### src/dsrb_pkg.sv
// Purpose: Constants and state types for the drive status readout bank.
// Assumes: Parameter addresses are 16-bit and 32-bit values are read in one access.
// Notes: Every value is read-only; writes are answered with an error.
//
// Behaviour
// - I/O word bits 0..7 follow local or fieldbus mode input assignment
// - Input bit 6 enables only with local I/O command and pulse-direction input
// - I/O word bit 8 shows no-fault output, bit 9 shows active output
// - Actual q-axis current reads as signed 16 bits in 0.01 Apk
// - Commanded q-axis current reads as signed 16 bits in 0.01 Apk
// - Latest warning number is held in an unsigned 16-bit register
// - Warning number stays latched after warning clears until next fault reset
// - Latest warning reads zero when none was generated since last clearing
// - Actual motor speed reads as signed 16 bits in 1/min
// - Profile generator speed reads as signed 32 bits in 1/min
// - Reference generation speed reads as signed 32 bits in 1/min
package dsrb_pkg;

  // Parameter addresses as seen from the fieldbus
  localparam logic [15:0] ADDR_IO_STATUS_WORD = 16'h0802;
  localparam logic [15:0] ADDR_LATEST_WARNING = 16'h1c12;
  localparam logic [15:0] ADDR_Q_CURRENT_ACTUAL = 16'h1e02;
  localparam logic [15:0] ADDR_MOTOR_SPEED_ACTUAL = 16'h1e10;
  localparam logic [15:0] ADDR_Q_CURRENT_SETPOINT = 16'h1e20;
  localparam logic [15:0] ADDR_PROFILE_SPEED_ACTUAL = 16'h1f0c;
  localparam logic [15:0] ADDR_REF_GENERATOR_SPEED = 16'h1f0e;

  // Bit positions inside the I/O status word
  localparam int IO_BIT_HOME = 0;
  localparam int IO_BIT_FAULT_CLEAR = 1;
  localparam int IO_BIT_NEG_LIMIT = 1;
  localparam int IO_BIT_ENABLE = 2;
  localparam int IO_BIT_POS_LIMIT = 2;
  localparam int IO_BIT_HALT = 3;
  localparam int IO_BIT_RELEASE_B = 4;
  localparam int IO_BIT_RELEASE_A = 5;
  localparam int IO_BIT_SECOND_EN = 6;
  localparam int IO_BIT_NO_FAULT = 8;
  localparam int IO_BIT_ACTIVE = 9;

  // Selector codes for the command and position interfaces
  localparam logic [1:0] CMD_LOCAL_IO = 2'h1;
  localparam logic [1:0] POS_PULSE_DIR = 2'h1;

  // Values after reset
  localparam logic [15:0] RESET_WORD16 = 16'h0000;
  localparam logic [31:0] RESET_WORD32 = 32'h0000_0000;

  // Warning latch state
  typedef struct packed {
    logic [15:0] number;
  } dsrb_warn_state_t;

  // Bank state
  typedef struct packed {
    logic [15:0] io_word;
    logic [15:0] q_act;
    logic [15:0] q_ref;
    logic [15:0] n_act;
    logic [31:0] n_prof;
    logic [31:0] n_ref;
    logic second_en;
    logic ack;
    logic err;
    logic [31:0] rdata;
  } dsrb_state_t;

endpackage : dsrb_pkg

### src/dsrb_warn_latch.sv
// Purpose: Holds the number of the most recent warning.
// Assumes: A warning event is a one-cycle pulse with its number beside it.
// Notes: A new warning in the fault-reset cycle wins over the clear.
module dsrb_warn_latch (
  input wire logic core_clk_in,
  input wire logic srst_in,
  input wire logic warn_event_in,
  input wire logic [15:0] warn_num_in,
  input wire logic fault_reset_in,
  output logic [15:0] number_out
);

  dsrb_pkg::dsrb_warn_state_t st;
  dsrb_pkg::dsrb_warn_state_t next_st;

  // Latch on event, clear on fault reset; warning going inactive changes nothing
  always_comb begin
    next_st = st;
    if (warn_event_in) begin
      next_st.number = warn_num_in;
    end else if (fault_reset_in) begin
      next_st.number = dsrb_pkg::RESET_WORD16;
    end
  end

  // State register
  always_ff @(posedge core_clk_in) begin
    if (srst_in) begin
      st.number <= dsrb_pkg::RESET_WORD16;
    end else begin
      st <= next_st;
    end
  end

  assign number_out = st.number;

  a_warn_holds: assert property (@(posedge core_clk_in) disable iff (srst_in)
    !warn_event_in && !fault_reset_in |=> number_out == $past(number_out))
    else $error("Warning number changed without event or fault reset");

  a_warn_cleared: assert property (@(posedge core_clk_in) disable iff (srst_in)
    fault_reset_in && !warn_event_in ##1 (!warn_event_in)[*2] |-> number_out == 16'h0000)
    else $error("Warning number not zero after fault reset");

  a_warn_latched: assert property (@(posedge core_clk_in) disable iff (srst_in)
    warn_event_in |=> number_out == $past(warn_num_in))
    else $error("Warning number not latched");

endmodule : dsrb_warn_latch

### src/dsrb_bank.sv
// Purpose: Read-only status parameter bank of a servo drive, read by the fieldbus.
// Assumes: Live values are synchronous to core_clk_in and sampled every cycle.
// Notes: Reads answer one cycle after the request; writes are always refused.
module dsrb_bank (
  input wire logic core_clk_in,
  input wire logic srst_in,
  // Control mode: 0 local, 1 fieldbus
  input wire logic fieldbus_mode_in,
  input wire logic [1:0] command_interface_select_in,
  input wire logic [1:0] position_interface_select_in,
  // 24V inputs
  input wire logic home_switch_in,
  input wire logic fault_clear_input_in,
  input wire logic enable_input_in,
  input wire logic negative_limit_input_in,
  input wire logic positive_limit_input_in,
  input wire logic halt_input_in,
  input wire logic power_stage_release_b_in,
  input wire logic power_stage_release_a_in,
  input wire logic second_enable_input_in,
  // 24V outputs
  input wire logic no_fault_output_in,
  input wire logic active_output_in,
  // Live measurements
  input wire logic [15:0] q_current_actual_in,
  input wire logic [15:0] q_current_setpoint_in,
  input wire logic [15:0] motor_speed_actual_in,
  input wire logic [31:0] profile_speed_actual_in,
  input wire logic [31:0] reference_generator_speed_in,
  // Warning events
  input wire logic warn_event_in,
  input wire logic [15:0] warn_num_in,
  input wire logic fault_reset_in,
  // Fieldbus access port
  input wire logic acc_req_in,
  input wire logic acc_wr_in,
  input wire logic [15:0] acc_addr_in,
  output logic acc_ack_out,
  output logic acc_err_out,
  output logic [31:0] acc_rdata_out,
  // Enable derived from input bit 6
  output logic second_enable_active_out,
  output logic [15:0] latest_warning_number_out
);

  dsrb_pkg::dsrb_state_t st;
  dsrb_pkg::dsrb_state_t next_st;
  logic [15:0] warn_number;
  logic second_en_allowed;

  // Warning number latch
  dsrb_warn_latch dsrb_warn_latch_i (
    .core_clk_in(core_clk_in),
    .srst_in(srst_in),
    .warn_event_in(warn_event_in),
    .warn_num_in(warn_num_in),
    .fault_reset_in(fault_reset_in),
    .number_out(warn_number)
  );

  // Bit 6 counts as an enable only with local I/O commands and pulse-direction input
  assign second_en_allowed = !fieldbus_mode_in
    && (command_interface_select_in == dsrb_pkg::CMD_LOCAL_IO)
    && (position_interface_select_in == dsrb_pkg::POS_PULSE_DIR);

  // Sample live values and answer accesses from the sampled copies, so a read shows
  // the inputs of the cycle before the request; unused and reserved I/O bits read zero
  always_comb begin
    next_st = st;
    next_st.io_word = dsrb_pkg::RESET_WORD16;
    if (fieldbus_mode_in) begin
      next_st.io_word[dsrb_pkg::IO_BIT_HOME] = home_switch_in;
      next_st.io_word[dsrb_pkg::IO_BIT_NEG_LIMIT] = negative_limit_input_in;
      next_st.io_word[dsrb_pkg::IO_BIT_POS_LIMIT] = positive_limit_input_in;
    end else begin
      next_st.io_word[dsrb_pkg::IO_BIT_FAULT_CLEAR] = fault_clear_input_in;
      next_st.io_word[dsrb_pkg::IO_BIT_ENABLE] = enable_input_in;
      next_st.io_word[dsrb_pkg::IO_BIT_SECOND_EN] = second_enable_input_in;
    end
    next_st.io_word[dsrb_pkg::IO_BIT_HALT] = halt_input_in;
    next_st.io_word[dsrb_pkg::IO_BIT_RELEASE_B] = power_stage_release_b_in;
    next_st.io_word[dsrb_pkg::IO_BIT_RELEASE_A] = power_stage_release_a_in;
    next_st.io_word[dsrb_pkg::IO_BIT_NO_FAULT] = no_fault_output_in;
    next_st.io_word[dsrb_pkg::IO_BIT_ACTIVE] = active_output_in;
    next_st.q_act = q_current_actual_in;
    next_st.q_ref = q_current_setpoint_in;
    next_st.n_act = motor_speed_actual_in;
    next_st.n_prof = profile_speed_actual_in;
    next_st.n_ref = reference_generator_speed_in;
    next_st.second_en = second_en_allowed && second_enable_input_in;
    next_st.ack = acc_req_in;
    next_st.err = 1'b0;
    next_st.rdata = dsrb_pkg::RESET_WORD32;
    if (acc_req_in) begin
      if (acc_wr_in) begin
        // Nothing is stored; the bank has no writable state at all
        next_st.err = 1'b1;
      end else begin
        case (acc_addr_in)
          dsrb_pkg::ADDR_IO_STATUS_WORD: next_st.rdata = {16'h0000, st.io_word};
          dsrb_pkg::ADDR_LATEST_WARNING: next_st.rdata = {16'h0000, warn_number};
          dsrb_pkg::ADDR_Q_CURRENT_ACTUAL: next_st.rdata = {16'h0000, st.q_act};
          dsrb_pkg::ADDR_MOTOR_SPEED_ACTUAL: next_st.rdata = {16'h0000, st.n_act};
          dsrb_pkg::ADDR_Q_CURRENT_SETPOINT: next_st.rdata = {16'h0000, st.q_ref};
          dsrb_pkg::ADDR_PROFILE_SPEED_ACTUAL: next_st.rdata = st.n_prof;
          dsrb_pkg::ADDR_REF_GENERATOR_SPEED: next_st.rdata = st.n_ref;
          default: next_st.err = 1'b1; // Unmapped address
        endcase
      end
    end
  end

  // State register
  always_ff @(posedge core_clk_in) begin
    if (srst_in) begin
      st.io_word <= dsrb_pkg::RESET_WORD16;
      st.q_act <= dsrb_pkg::RESET_WORD16;
      st.q_ref <= dsrb_pkg::RESET_WORD16;
      st.n_act <= dsrb_pkg::RESET_WORD16;
      st.n_prof <= dsrb_pkg::RESET_WORD32;
      st.n_ref <= dsrb_pkg::RESET_WORD32;
      st.second_en <= 1'b0;
      st.ack <= 1'b0;
      st.err <= 1'b0;
      st.rdata <= dsrb_pkg::RESET_WORD32;
    end else begin
      st <= next_st;
    end
  end

  assign acc_ack_out = st.ack;
  assign acc_err_out = st.err;
  assign acc_rdata_out = st.rdata;
  assign second_enable_active_out = st.second_en;
  assign latest_warning_number_out = warn_number;

  a_io_local_map: assert property (@(posedge core_clk_in) disable iff (srst_in)
    !fieldbus_mode_in |=> st.io_word[0] == 1'b0 && st.io_word[7] == 1'b0
      && st.io_word[2] == $past(enable_input_in))
    else $error("Local mode input map wrong");

  a_io_bus_map: assert property (@(posedge core_clk_in) disable iff (srst_in)
    fieldbus_mode_in |=> st.io_word[6] == 1'b0 && st.io_word[0] == $past(home_switch_in)
      && st.io_word[1] == $past(negative_limit_input_in))
    else $error("Fieldbus mode input map wrong");

  a_second_en_gate: assert property (@(posedge core_clk_in) disable iff (srst_in)
    position_interface_select_in != 2'h1 |=> !second_enable_active_out)
    else $error("Second enable active without pulse-direction input");

  a_io_out_bits: assert property (@(posedge core_clk_in) disable iff (srst_in)
    1'b1 |=> st.io_word[9:8] == {$past(active_output_in), $past(no_fault_output_in)})
    else $error("Output bits not reflected");

  a_qact_read: assert property (@(posedge core_clk_in) disable iff (srst_in)
    acc_req_in && !acc_wr_in && acc_addr_in == 16'h1e02 ##0 1'b1 [*1]
      |=> acc_ack_out && !acc_err_out && acc_rdata_out == {16'h0000, $past(st.q_act)})
    else $error("Actual q current read wrong");

  a_prof_read: assert property (@(posedge core_clk_in) disable iff (srst_in)
    acc_req_in && !acc_wr_in && acc_addr_in == 16'h1f0c
      |=> acc_rdata_out == $past(st.n_prof))
    else $error("Profile speed read wrong");

  a_sample_chain: assert property (@(posedge core_clk_in) disable iff (srst_in)
    acc_req_in && !acc_wr_in && acc_addr_in == 16'h1f0e && !$past(srst_in)
      |=> acc_rdata_out == $past(reference_generator_speed_in, 2))
    else $error("Reference speed read wrong");

  a_write_refused: assert property (@(posedge core_clk_in) disable iff (srst_in)
    acc_req_in && acc_wr_in |=> acc_ack_out && acc_err_out && acc_rdata_out == 32'h0000_0000)
    else $error("Write not refused");

  a_no_spurious_ack: assert property (@(posedge core_clk_in) disable iff (srst_in)
    !acc_req_in |=> !acc_ack_out && !acc_err_out)
    else $error("Answer without request");

  // I/O word bits that do not depend on the control mode
  a_io_reserved_zero: assert property (@(posedge core_clk_in) disable iff (srst_in)
    1'b1
      |=> st.io_word[7] == 1'b0 && st.io_word[15:10] == 6'h00)
    else $error("Reserved I/O bits not zero");

  a_io_halt_bit: assert property (@(posedge core_clk_in) disable iff (srst_in)
    1'b1
      |=> st.io_word[3] == $past(halt_input_in))
    else $error("Halt bit not reflected");

  a_io_release_bits: assert property (@(posedge core_clk_in) disable iff (srst_in)
    1'b1 |=> st.io_word[5:4] == {$past(power_stage_release_a_in),
      $past(power_stage_release_b_in)})
    else $error("Release bits not reflected");

  // Mode-dependent bits; a mode change shows one cycle late, like the inputs
  a_io_local_clear: assert property (@(posedge core_clk_in) disable iff (srst_in)
    !fieldbus_mode_in
      |=> st.io_word[1] == $past(fault_clear_input_in))
    else $error("Fault clear bit wrong in local mode");

  a_io_local_second: assert property (@(posedge core_clk_in) disable iff (srst_in)
    !fieldbus_mode_in
      |=> st.io_word[6] == $past(second_enable_input_in))
    else $error("Second enable bit wrong in local mode");

  a_io_bus_poslim: assert property (@(posedge core_clk_in) disable iff (srst_in)
    fieldbus_mode_in
      |=> st.io_word[2] == $past(positive_limit_input_in))
    else $error("Positive limit bit wrong in fieldbus mode");

  // Second enable: the mode, command and input blocking conditions alone, then the passing case
  a_second_en_mode: assert property (@(posedge core_clk_in) disable iff (srst_in)
    fieldbus_mode_in
      |=> !second_enable_active_out)
    else $error("Second enable active in fieldbus mode");

  a_second_en_cmd: assert property (@(posedge core_clk_in) disable iff (srst_in)
    command_interface_select_in != 2'h1
      |=> !second_enable_active_out)
    else $error("Second enable active without local I/O commands");

  a_second_en_input: assert property (@(posedge core_clk_in) disable iff (srst_in)
    !second_enable_input_in
      |=> !second_enable_active_out)
    else $error("Second enable active with input low");

  a_second_en_pass: assert property (@(posedge core_clk_in) disable iff (srst_in)
    !fieldbus_mode_in && command_interface_select_in == 2'h1
      && position_interface_select_in == 2'h1
      |=> second_enable_active_out == $past(second_enable_input_in))
    else $error("Second enable not passed");

  // Live values land in the sampled copies one cycle after they are presented
  a_qact_sampled: assert property (@(posedge core_clk_in) disable iff (srst_in)
    1'b1
      |=> st.q_act == $past(q_current_actual_in))
    else $error("Actual q current not sampled");

  a_qref_sampled: assert property (@(posedge core_clk_in) disable iff (srst_in)
    1'b1
      |=> st.q_ref == $past(q_current_setpoint_in))
    else $error("Commanded q current not sampled");

  a_motor_speed_panel_code_sampled: assert property (@(posedge core_clk_in) disable iff (srst_in)
    1'b1
      |=> st.n_act == $past(motor_speed_actual_in))
    else $error("Motor speed not sampled");

  a_prof_sampled: assert property (@(posedge core_clk_in) disable iff (srst_in)
    1'b1
      |=> st.n_prof == $past(profile_speed_actual_in))
    else $error("Profile speed not sampled");

  a_nref_sampled: assert property (@(posedge core_clk_in) disable iff (srst_in)
    1'b1
      |=> st.n_ref == $past(reference_generator_speed_in))
    else $error("Reference speed not sampled");

  // Reads of the remaining parameters answer without error
  a_qref_read: assert property (@(posedge core_clk_in) disable iff (srst_in)
    acc_req_in && !acc_wr_in && acc_addr_in == 16'h1e20
      |=> acc_ack_out && !acc_err_out && acc_rdata_out == {16'h0000, $past(st.q_ref)})
    else $error("Commanded q current read wrong");

  a_motor_speed_panel_code_read: assert property (@(posedge core_clk_in) disable iff (srst_in)
    acc_req_in && !acc_wr_in && acc_addr_in == 16'h1e10
      |=> acc_ack_out && !acc_err_out && acc_rdata_out == {16'h0000, $past(st.n_act)})
    else $error("Motor speed read wrong");

  a_io_read: assert property (@(posedge core_clk_in) disable iff (srst_in)
    acc_req_in && !acc_wr_in && acc_addr_in == 16'h0802
      |=> acc_ack_out && !acc_err_out && acc_rdata_out == {16'h0000, $past(st.io_word)})
    else $error("I/O word read wrong");

  a_warn_read: assert property (@(posedge core_clk_in) disable iff (srst_in)
    acc_req_in && !acc_wr_in && acc_addr_in == 16'h1c12
      |=> acc_ack_out && !acc_err_out && acc_rdata_out == {16'h0000, $past(warn_number)})
    else $error("Warning number read wrong");

  a_ref_read_ok: assert property (@(posedge core_clk_in) disable iff (srst_in)
    acc_req_in && !acc_wr_in && acc_addr_in == 16'h1f0e
      |=> acc_ack_out && !acc_err_out)
    else $error("Reference speed read refused");

  a_prof_read_ok: assert property (@(posedge core_clk_in) disable iff (srst_in)
    acc_req_in && !acc_wr_in && acc_addr_in == 16'h1f0c
      |=> acc_ack_out && !acc_err_out)
    else $error("Profile speed read refused");

  // Refusals and the idle bus; data stays zero so a stale value cannot be mistaken
  a_hole_refused: assert property (@(posedge core_clk_in) disable iff (srst_in)
    acc_req_in && !acc_wr_in && !(acc_addr_in inside {16'h0802, 16'h1c12, 16'h1e02,
      16'h1e10, 16'h1e20, 16'h1f0c, 16'h1f0e})
      |=> acc_ack_out && acc_err_out && acc_rdata_out == 32'h0000_0000)
    else $error("Unmapped read not refused");

  a_rdata_idle: assert property (@(posedge core_clk_in) disable iff (srst_in)
    !acc_req_in
      |=> acc_rdata_out == 32'h0000_0000)
    else $error("Read data without request");

  a_ack_follows: assert property (@(posedge core_clk_in) disable iff (srst_in)
    acc_req_in
      |=> acc_ack_out)
    else $error("Request not answered");

  // Warning number as seen at the bank's own output
  a_warn_out_zero: assert property (@(posedge core_clk_in) disable iff (srst_in)
    fault_reset_in && !warn_event_in
      |=> latest_warning_number_out == 16'h0000)
    else $error("Warning output not cleared");

  a_warn_out_event: assert property (@(posedge core_clk_in) disable iff (srst_in)
    warn_event_in
      |=> latest_warning_number_out == $past(warn_num_in))
    else $error("Warning output not latched");

endmodule : dsrb_bank

### config.mk
export PLATFORM = sky130hd
export DESIGN_NAME = dsrb_bank
export DESIGN_NICKNAME = d
export VERILOG_FILES = /design/src/dsrb_pkg.sv /design/src/dsrb_warn_latch.sv /design/src/dsrb_bank.sv
export SDC_FILE = /design/constraint.sdc
export NUM_CORES = 1
export LEC_CHECK = 0
export BUFFER_PORTS_ARGS = -buffer_cell sky130_fd_sc_hd__buf_2
export CAP_MARGIN = 20
export CORE_ASPECT_RATIO = 1.5
export CORE_MARGIN = 10
export CORE_UTILIZATION = 44
export DETAILED_ROUTE_END_ITERATION = 7
export PLACE_DENSITY_LB_ADDON = 0.08
export SYNTH_ARGS = -nofsm -noshare
export SYNTH_HDL_FRONTEND = slang
export SYNTH_SLANG_ARGS = --single-unit
### constraint.sdc
create_clock -name core_clk_in -period 2 [get_ports core_clk_in]
set_input_delay 0.2 -clock core_clk_in [delete_from_list [all_inputs] [get_ports core_clk_in]]
set_output_delay 0.2 -clock core_clk_in [all_outputs]
set_load 0.02 [all_outputs]
==> results of run 1 <==
[layer usage]
layer  global-route usage, %  vias to the layer above  routed length, um
li1                        -                     2333                  -
met1                   18.50                     2126               6521
met2                   31.23                      152               8888
met3                   4.856                       15               1061
met4                   6.164                        0                298
met5                       0                        -                  0
[sequential cells by signal (all words and copies together) (netlist names)]
name                          count
acc_err_out                       1
acc_rdata_out                    32
second_enable_active_out          1
acc_ack_out                       1
st                              121
dsrb_warn_latch_i.number_out     16
[worst min path at each step]
| stage | from | endpoint | slack, ns | depth (start not counted) |
|---|---|---|---|---|
| CTS | motor_speed_actual_in[4] | st[103] | 0.0008 | 2 |
| finish | q_current_actual_in[2] | st[133] | 0.006 | 2 |
| detailed placement | reference_generator_speed_in[30] | st[65] | 0.41 | 2 |
| floorplan | fieldbus_mode_in | st[153] | 0.28 | 1 |
| global route | profile_speed_actual_in[24] | st[91] | 0.004 | 2 |
| global placement | q_current_actual_in[3] | st[134] | 0.41 | 2 |
[cell families after synthesis]
group                  share of synthesized area [%]
DFF                                            56.37
AOI/OAI and AO/OA                              9.934
and+or+nand+nor                                21.53
buffers and inverters                          6.268
muxes                                          5.899
[power breakdown]
part	internal, mW	switching [mW]
Clock	1.95	1.37
Combinational	0.327	0.251
Sequential	3.57	0.0475
[layout by cell type, fill, tap and decap left out, types with 3 or more instances in the layout]
master,count
a22o_1,16
nor4_2,3
a222oi_1,16
mux2i_1,18
mux2_2,16
clkbuf_16,17
nor3b_1,18
inv_6,4
dfxtp_1,172
nand2_1,9
buf_2,215
a21oi_1,22
buf_4,15
a22oi_1,9
a21oi_2,10
dlygate4sd3_1,46
nor2b_1,121
nor2_1,36
[cell type report]
cell class	instances	area, um2	area share [%]
Multi-Input combinational cell	321	2282	27.80
Inverter	1	3.754	0.04573
Timing Repair Buffer	277	1669	20.34
Sequential cell	172	3443	41.95
Clock buffer	20	456.7	5.564
Tap cell	162	202.7	2.470
Clock inverter	12	150.1	1.829
[critical path, delay by kind of cell]
kind                   cells  cell delay [ns]
AO/OA/AOI/OAI              4             1.03
buffers and inverters      2             0.32
AND/OR/NAND/NOR            1             0.42
==> flow_metrics.env, run 1 <==
export IMPL_drc=0
export IMPL_drt_total_wl_um=16770
export IMPL_whs_ns=0.005894
export IMPL_cp_arrival_ns=1.98
export IMPL_ff2ff_setup_slack_ns=0.79
export IMPL_final_nets=956
export IMPL_worst_slack_ns=0.3572
export IMPL_synth_edf_count=0
export IMPL_p_total_mw=7.517
export IMPL_finish_utilization_pct=60.65
export IMPL_maxCapViolCount=0
export IMPL_synth_largest_area_cell="dfxtp_1"
export IMPL_synth_seq_cells=172
export IMPL_cts_sinks=172
export IMPL_final_cells=965
export IMPL_cts_tree="built"
export IMPL_antenna_found_initial=0
export IMPL_worstSetupPathType="input pin to flip-flop"
export IMPL_dpl_cell_area_um2=7141
export IMPL_synth_async_reset_ratio_pct=0
export IMPL_cts_path_max_buffers=2
export IMPL_cts_buffers=17
export IMPL_crit_path_max_incr_delay_ns=0.42
export IMPL_path_cells="buf_2 -> or3_1 -> a21o_1 -> a2111oi_1 -> buf_4 -> o21ai_2 -> a21oi_1"
export IMPL_hold_path_class="input pin to flip-flop"
export IMPL_io_pins=217
export IMPL_syn_num_nets=724
export IMPL_netlist_instances=558
export IMPL_clk_latency_ns=0.41
export IMPL_r2r_cells=3
export IMPL_yosysMostFrequentCell="dfxtp_1"
export IMPL_cts_root_buf="clkbuf_16"
export IMPL_p_leak_nw=3.610
export IMPL_crit_path_max_fanout=16
export IMPL_rsz0062_at_grt="false"
export IMPL_end_kind="flip-flop"
export IMPL_fin_crit_sh_pct=82.14
export IMPL_routedWlPerCell_um=17.38
export IMPL_dr_first_iter_drc_count=267
export IMPL_worstSetupStartpoint="acc_addr_in[9]"
export IMPL_area_delta_synth_final_pct=34.37
export IMPL_yosysSeqAreaShare_pct=56.37
export IMPL_netlist_area_leader_share_pct=56.37
export IMPL_max_clock_freq_mhz=608.7
export IMPL_die_w_um=116.2
export IMPL_rr_startpoint="st[48]"
export IMPL_track_usage_pct=17.24
export IMPL_crit_required_ns=2.34
export IMPL_dieArea_um2=19090
export IMPL_diodes=0
export IMPL_synth_ff_type="dfxtp_1"
export IMPL_cts_hold_buf=46
export IMPL_post_cts_buffers=0
export IMPL_die_h_um=164.3
export IMPL_slowest_stage="or3_1"
export IMPL_reg2reg_to="acc_rdata_out[13]"
export IMPL_start_util_pct=45.14
export IMPL_status="complete, no violations"
export IMPL_dp_slack_ns=-0.05312
export IMPL_setup_viol=0
export IMPL_num_rows=52
export IMPL_gp_congestion=0.7916
export IMPL_endpoint="acc_rdata_out[4]"
export IMPL_synth_cell_type_count=41
export IMPL_synthTopCellsByArea="dfxtp_1, nor2b_1, buf_4, mux2i_1, mux2_2"
export IMPL_yosys_warnings=0
export IMPL_grt_max_degree=138
export IMPL_finClkSkew_ns=0.01159
export IMPL_via_per_inst=4.794
export IMPL_clk_pin_slew_ns=0.07
export IMPL_hold_viol=0
export IMPL_num_fill_cells=1213
export IMPL_maxSlewViolCount=0
export IMPL_start_kind="input pin"
export IMPL_vdd_drop_max_uv=467.2
export IMPL_core_um2=13530
export IMPL_syn_area_um2=6108
export IMPL_worstMarginPinSlew_ns=0.9012
export IMPL_dp_cells=887
export IMPL_ctsResizeCount=0
export IMPL_first_pass_iters=5
export IMPL_fin_area_um2=8208
export IMPL_synth_commonest_cells="dfxtp_1, nor2b_1, nor2_1"
export IMPL_tns_ns=0
export IMPL_vias=4626
export IMPL_grt_pass1_wl_um=25550
export IMPL_dp_hpwl_um=13040
export IMPL_io_buffers=216
export IMPL_period_needed_ns=1.643
export IMPL_slew_headroom_pct=39.91
export IMPL_grt_pass1_vias=5068
export IMPL_overflow=0
export IMPL_syn_avg_cell_area_um2=10.95
export IMPL_htreeDepth=4
export IMPL_antenna_left=0
export IMPL_p_per_area_nw_per_um2=915.8
export IMPL_layout_drive_gt1_share_pct=37.24
No activity file was read; power rests on OpenSTA's default activity.
==> run 2, diff against run 1 <==
==> constraint.sdc (replaced) <==
create_clock -name core_clk_in -period 1.3 [get_ports core_clk_in]
set_input_delay 0.13 -clock core_clk_in [delete_from_list [all_inputs] [get_ports core_clk_in]]
set_output_delay 0.13 -clock core_clk_in [all_outputs]
set_load 0.02 [all_outputs]
==> flow_metrics.env, run 2 (same netlist as run 1, synthesis figures left out) <==
export IMPL_status="finished with violations"
export IMPL_violations="hold timing, setup timing"
export IMPL_cts_tree="built"
export IMPL_dr_first_iter_drc_count=243
export IMPL_grt_pass1_wl_um=27980
export IMPL_area_delta_synth_final_pct=54.75
export IMPL_whs_ns=-0.03963
export IMPL_clk_pin_slew_ns=0.07
export IMPL_largest_reg_flops=121
export IMPL_hold_path_class="input pin to flip-flop"
export IMPL_fin_crit_sh_pct=103.5
export IMPL_num_rows=52
export IMPL_start_util_pct=45.14
export IMPL_layout_commonest_cell="buf_2"
export IMPL_cts_root_buf="clkbuf_16"
export IMPL_netSwitchingFraction_pct=21.57
export IMPL_overflow=0
export IMPL_cts_sinks=172
export IMPL_htreeDepth=4
export IMPL_grt_pass1_vias=5636
export IMPL_via_per_inst=4.781
export IMPL_rsz0062_at_grt="true"
export IMPL_drt_total_wl_um=18410
export IMPL_tns_ns=-0.3610
export IMPL_vdd_drop_max_uv=894.6
export IMPL_core_um2=13530
export IMPL_internal_power_mw=9.259
export IMPL_crit_path_max_fanout=8
export IMPL_die_w_um=116.2
export IMPL_die_h_um=164.3
export IMPL_cp_arrival_ns=1.69
export IMPL_maxCapViolCount=0
export IMPL_period_needed_ns=1.345
export IMPL_layout_drive_gt1_share_pct=35.21
export IMPL_antenna_found_initial=2
export IMPL_p_per_area_nw_per_um2=1249
export IMPL_cts_path_max_buffers=2
export IMPL_drc=0
export IMPL_gp_congestion=0.8393
export IMPL_dp_hpwl_um=13040
export IMPL_start_kind="input pin"
export IMPL_io_pins=217
export IMPL_finClkSkew_ns=0.008228
export IMPL_crit_required_ns=1.64
export IMPL_pwr_share_seq_pct=47.2
export IMPL_hold_viol=1
export IMPL_antenna_left=0
export IMPL_end_kind="flip-flop"
export IMPL_dieArea_um2=19090
export IMPL_cts_buffers=17
export IMPL_first_pass_iters=6
export IMPL_worstSetupPathType="input pin to flip-flop"
export IMPL_regMostFlops="st"
export IMPL_worstMarginPinSlew_ns=0.6293
export IMPL_maxSlewViolCount=0
export IMPL_max_clock_freq_mhz=743.4
export IMPL_routedWlPerCell_um=16.92
export IMPL_track_usage_pct=18.90
export IMPL_slowest_stage="or4_4"
export IMPL_grt_max_degree=138
export IMPL_comb_power_share_pct=10.0
export IMPL_mostFrequentLayoutCells="buf_2, dfxtp_1, dlygate4sd3_1"
export IMPL_worst_slack_ns=-0.04526
export IMPL_switching_power_mw=2.547
export IMPL_crit_path_max_incr_delay_ns=0.59
export IMPL_io_buffers=216
export IMPL_vias=5202
export IMPL_setup_viol=16
export IMPL_p_clk_share_pct=42.8
export IMPL_crit_top_cell="buf_6"
export IMPL_finish_utilization_pct=69.85
export IMPL_final_nets=1078
export IMPL_slew_headroom_pct=57.96
export IMPL_p_total_mw=11.81
export IMPL_p_leak_nw=4.173
export IMPL_clk_latency_ns=0.41
export IMPL_path_cells="buf_6 -> or4_4 -> nor4_4 -> buf_6 -> buf_12 -> a222oi_1 -> a21oi_1"
==> run 2: cell count changes in the layout (fill, tap and decap cells not counted), sizes merged <==
cell,change
buf,+26
bufinv,+1
clkbuf,-2
clkinv,-1
clkinvlp,+2
diode,+3
dlygate4sd3,+96
inv,-2
==> run 2: worst paths after layout <==
path / start / endpoint / slack, ns / depth (start not counted)
setup / recovery: acc_addr_in[7] / acc_rdata_out[1] / -0.05 / 7
hold / removal: negative_limit_input_in / st[148] / -0.04 / 3
setup reg to reg: st[49] / acc_rdata_out[14] / 0.11 / 3
hold reg to reg: st[88] / acc_rdata_out[21] / 0.47 / 2
==> run 2: critical path, delay by kind of cell <==
kind	cells	cell delay, ns
buffers and inverters	3	0.41
AND/OR/NAND/NOR	2	0.93
AO/OA/AOI/OAI	2	0.21
==> run 2: through the flow <==
stage / setup WS (ns) / cells / cell area [um2]
finish: -0.04526 / 1088 / 9453
global route: -0.06448 / 1087 / 9450
CTS: 0.001326 / 1083 / 9417
detailed placement: -0.5857 / 910 / 7375
global placement: -0.4913 / 910 / 7375
floorplan: -0.4170 / 558 / 6155
==> run 2: routing by layer <==
| layer | wire, um | vias up | track usage [%] |
|---|---|---|---|
| met5 | 0 | - | 0 |
| li1 | - | 2586 | - |
| met1 | 6921 | 2390 | 19.82 |
| met3 | 1233 | 37 | 5.915 |
| met4 | 712 | 0 | 9.932 |
| met2 | 9545 | 189 | 32.89 |
==> run 2: area by class of cell <==
class                   count  area [um2]
inverters                   1       3.754
well taps                 162       202.7
repair buffers            399        2878
flip-flops and latches    172        3443
multi-input cells         321        2326
fillers                  1022        4080
clock inverters            12       162.7
diodes                      3       7.507
clock buffers              18       429.2
==> run 2: what timing repair did <==
action,CTS,global route
hold buffers,143,1
cloned,0,1
pin swaps,2,10
setup buffers,0,2
endpoints found under the setup margin,32,27
hold endpoints to repair,139,1
resized for setup,5,4
==> run 2: power groups by stage <==
stage | combinational (mW) | clock (mW) | sequential, mW
5_1_grt | 1.29 | 5.37 | 5.59
6_report | 1.18 | 5.05 | 5.57
3_5_place_dp | 0.838 | 0 | 5.69
4_1_cts | 1.18 | 5.15 | 5.57
2_1_floorplan | 0.389 | 0 | 5.70
3_3_place_gp | 0.821 | 0 | 5.68
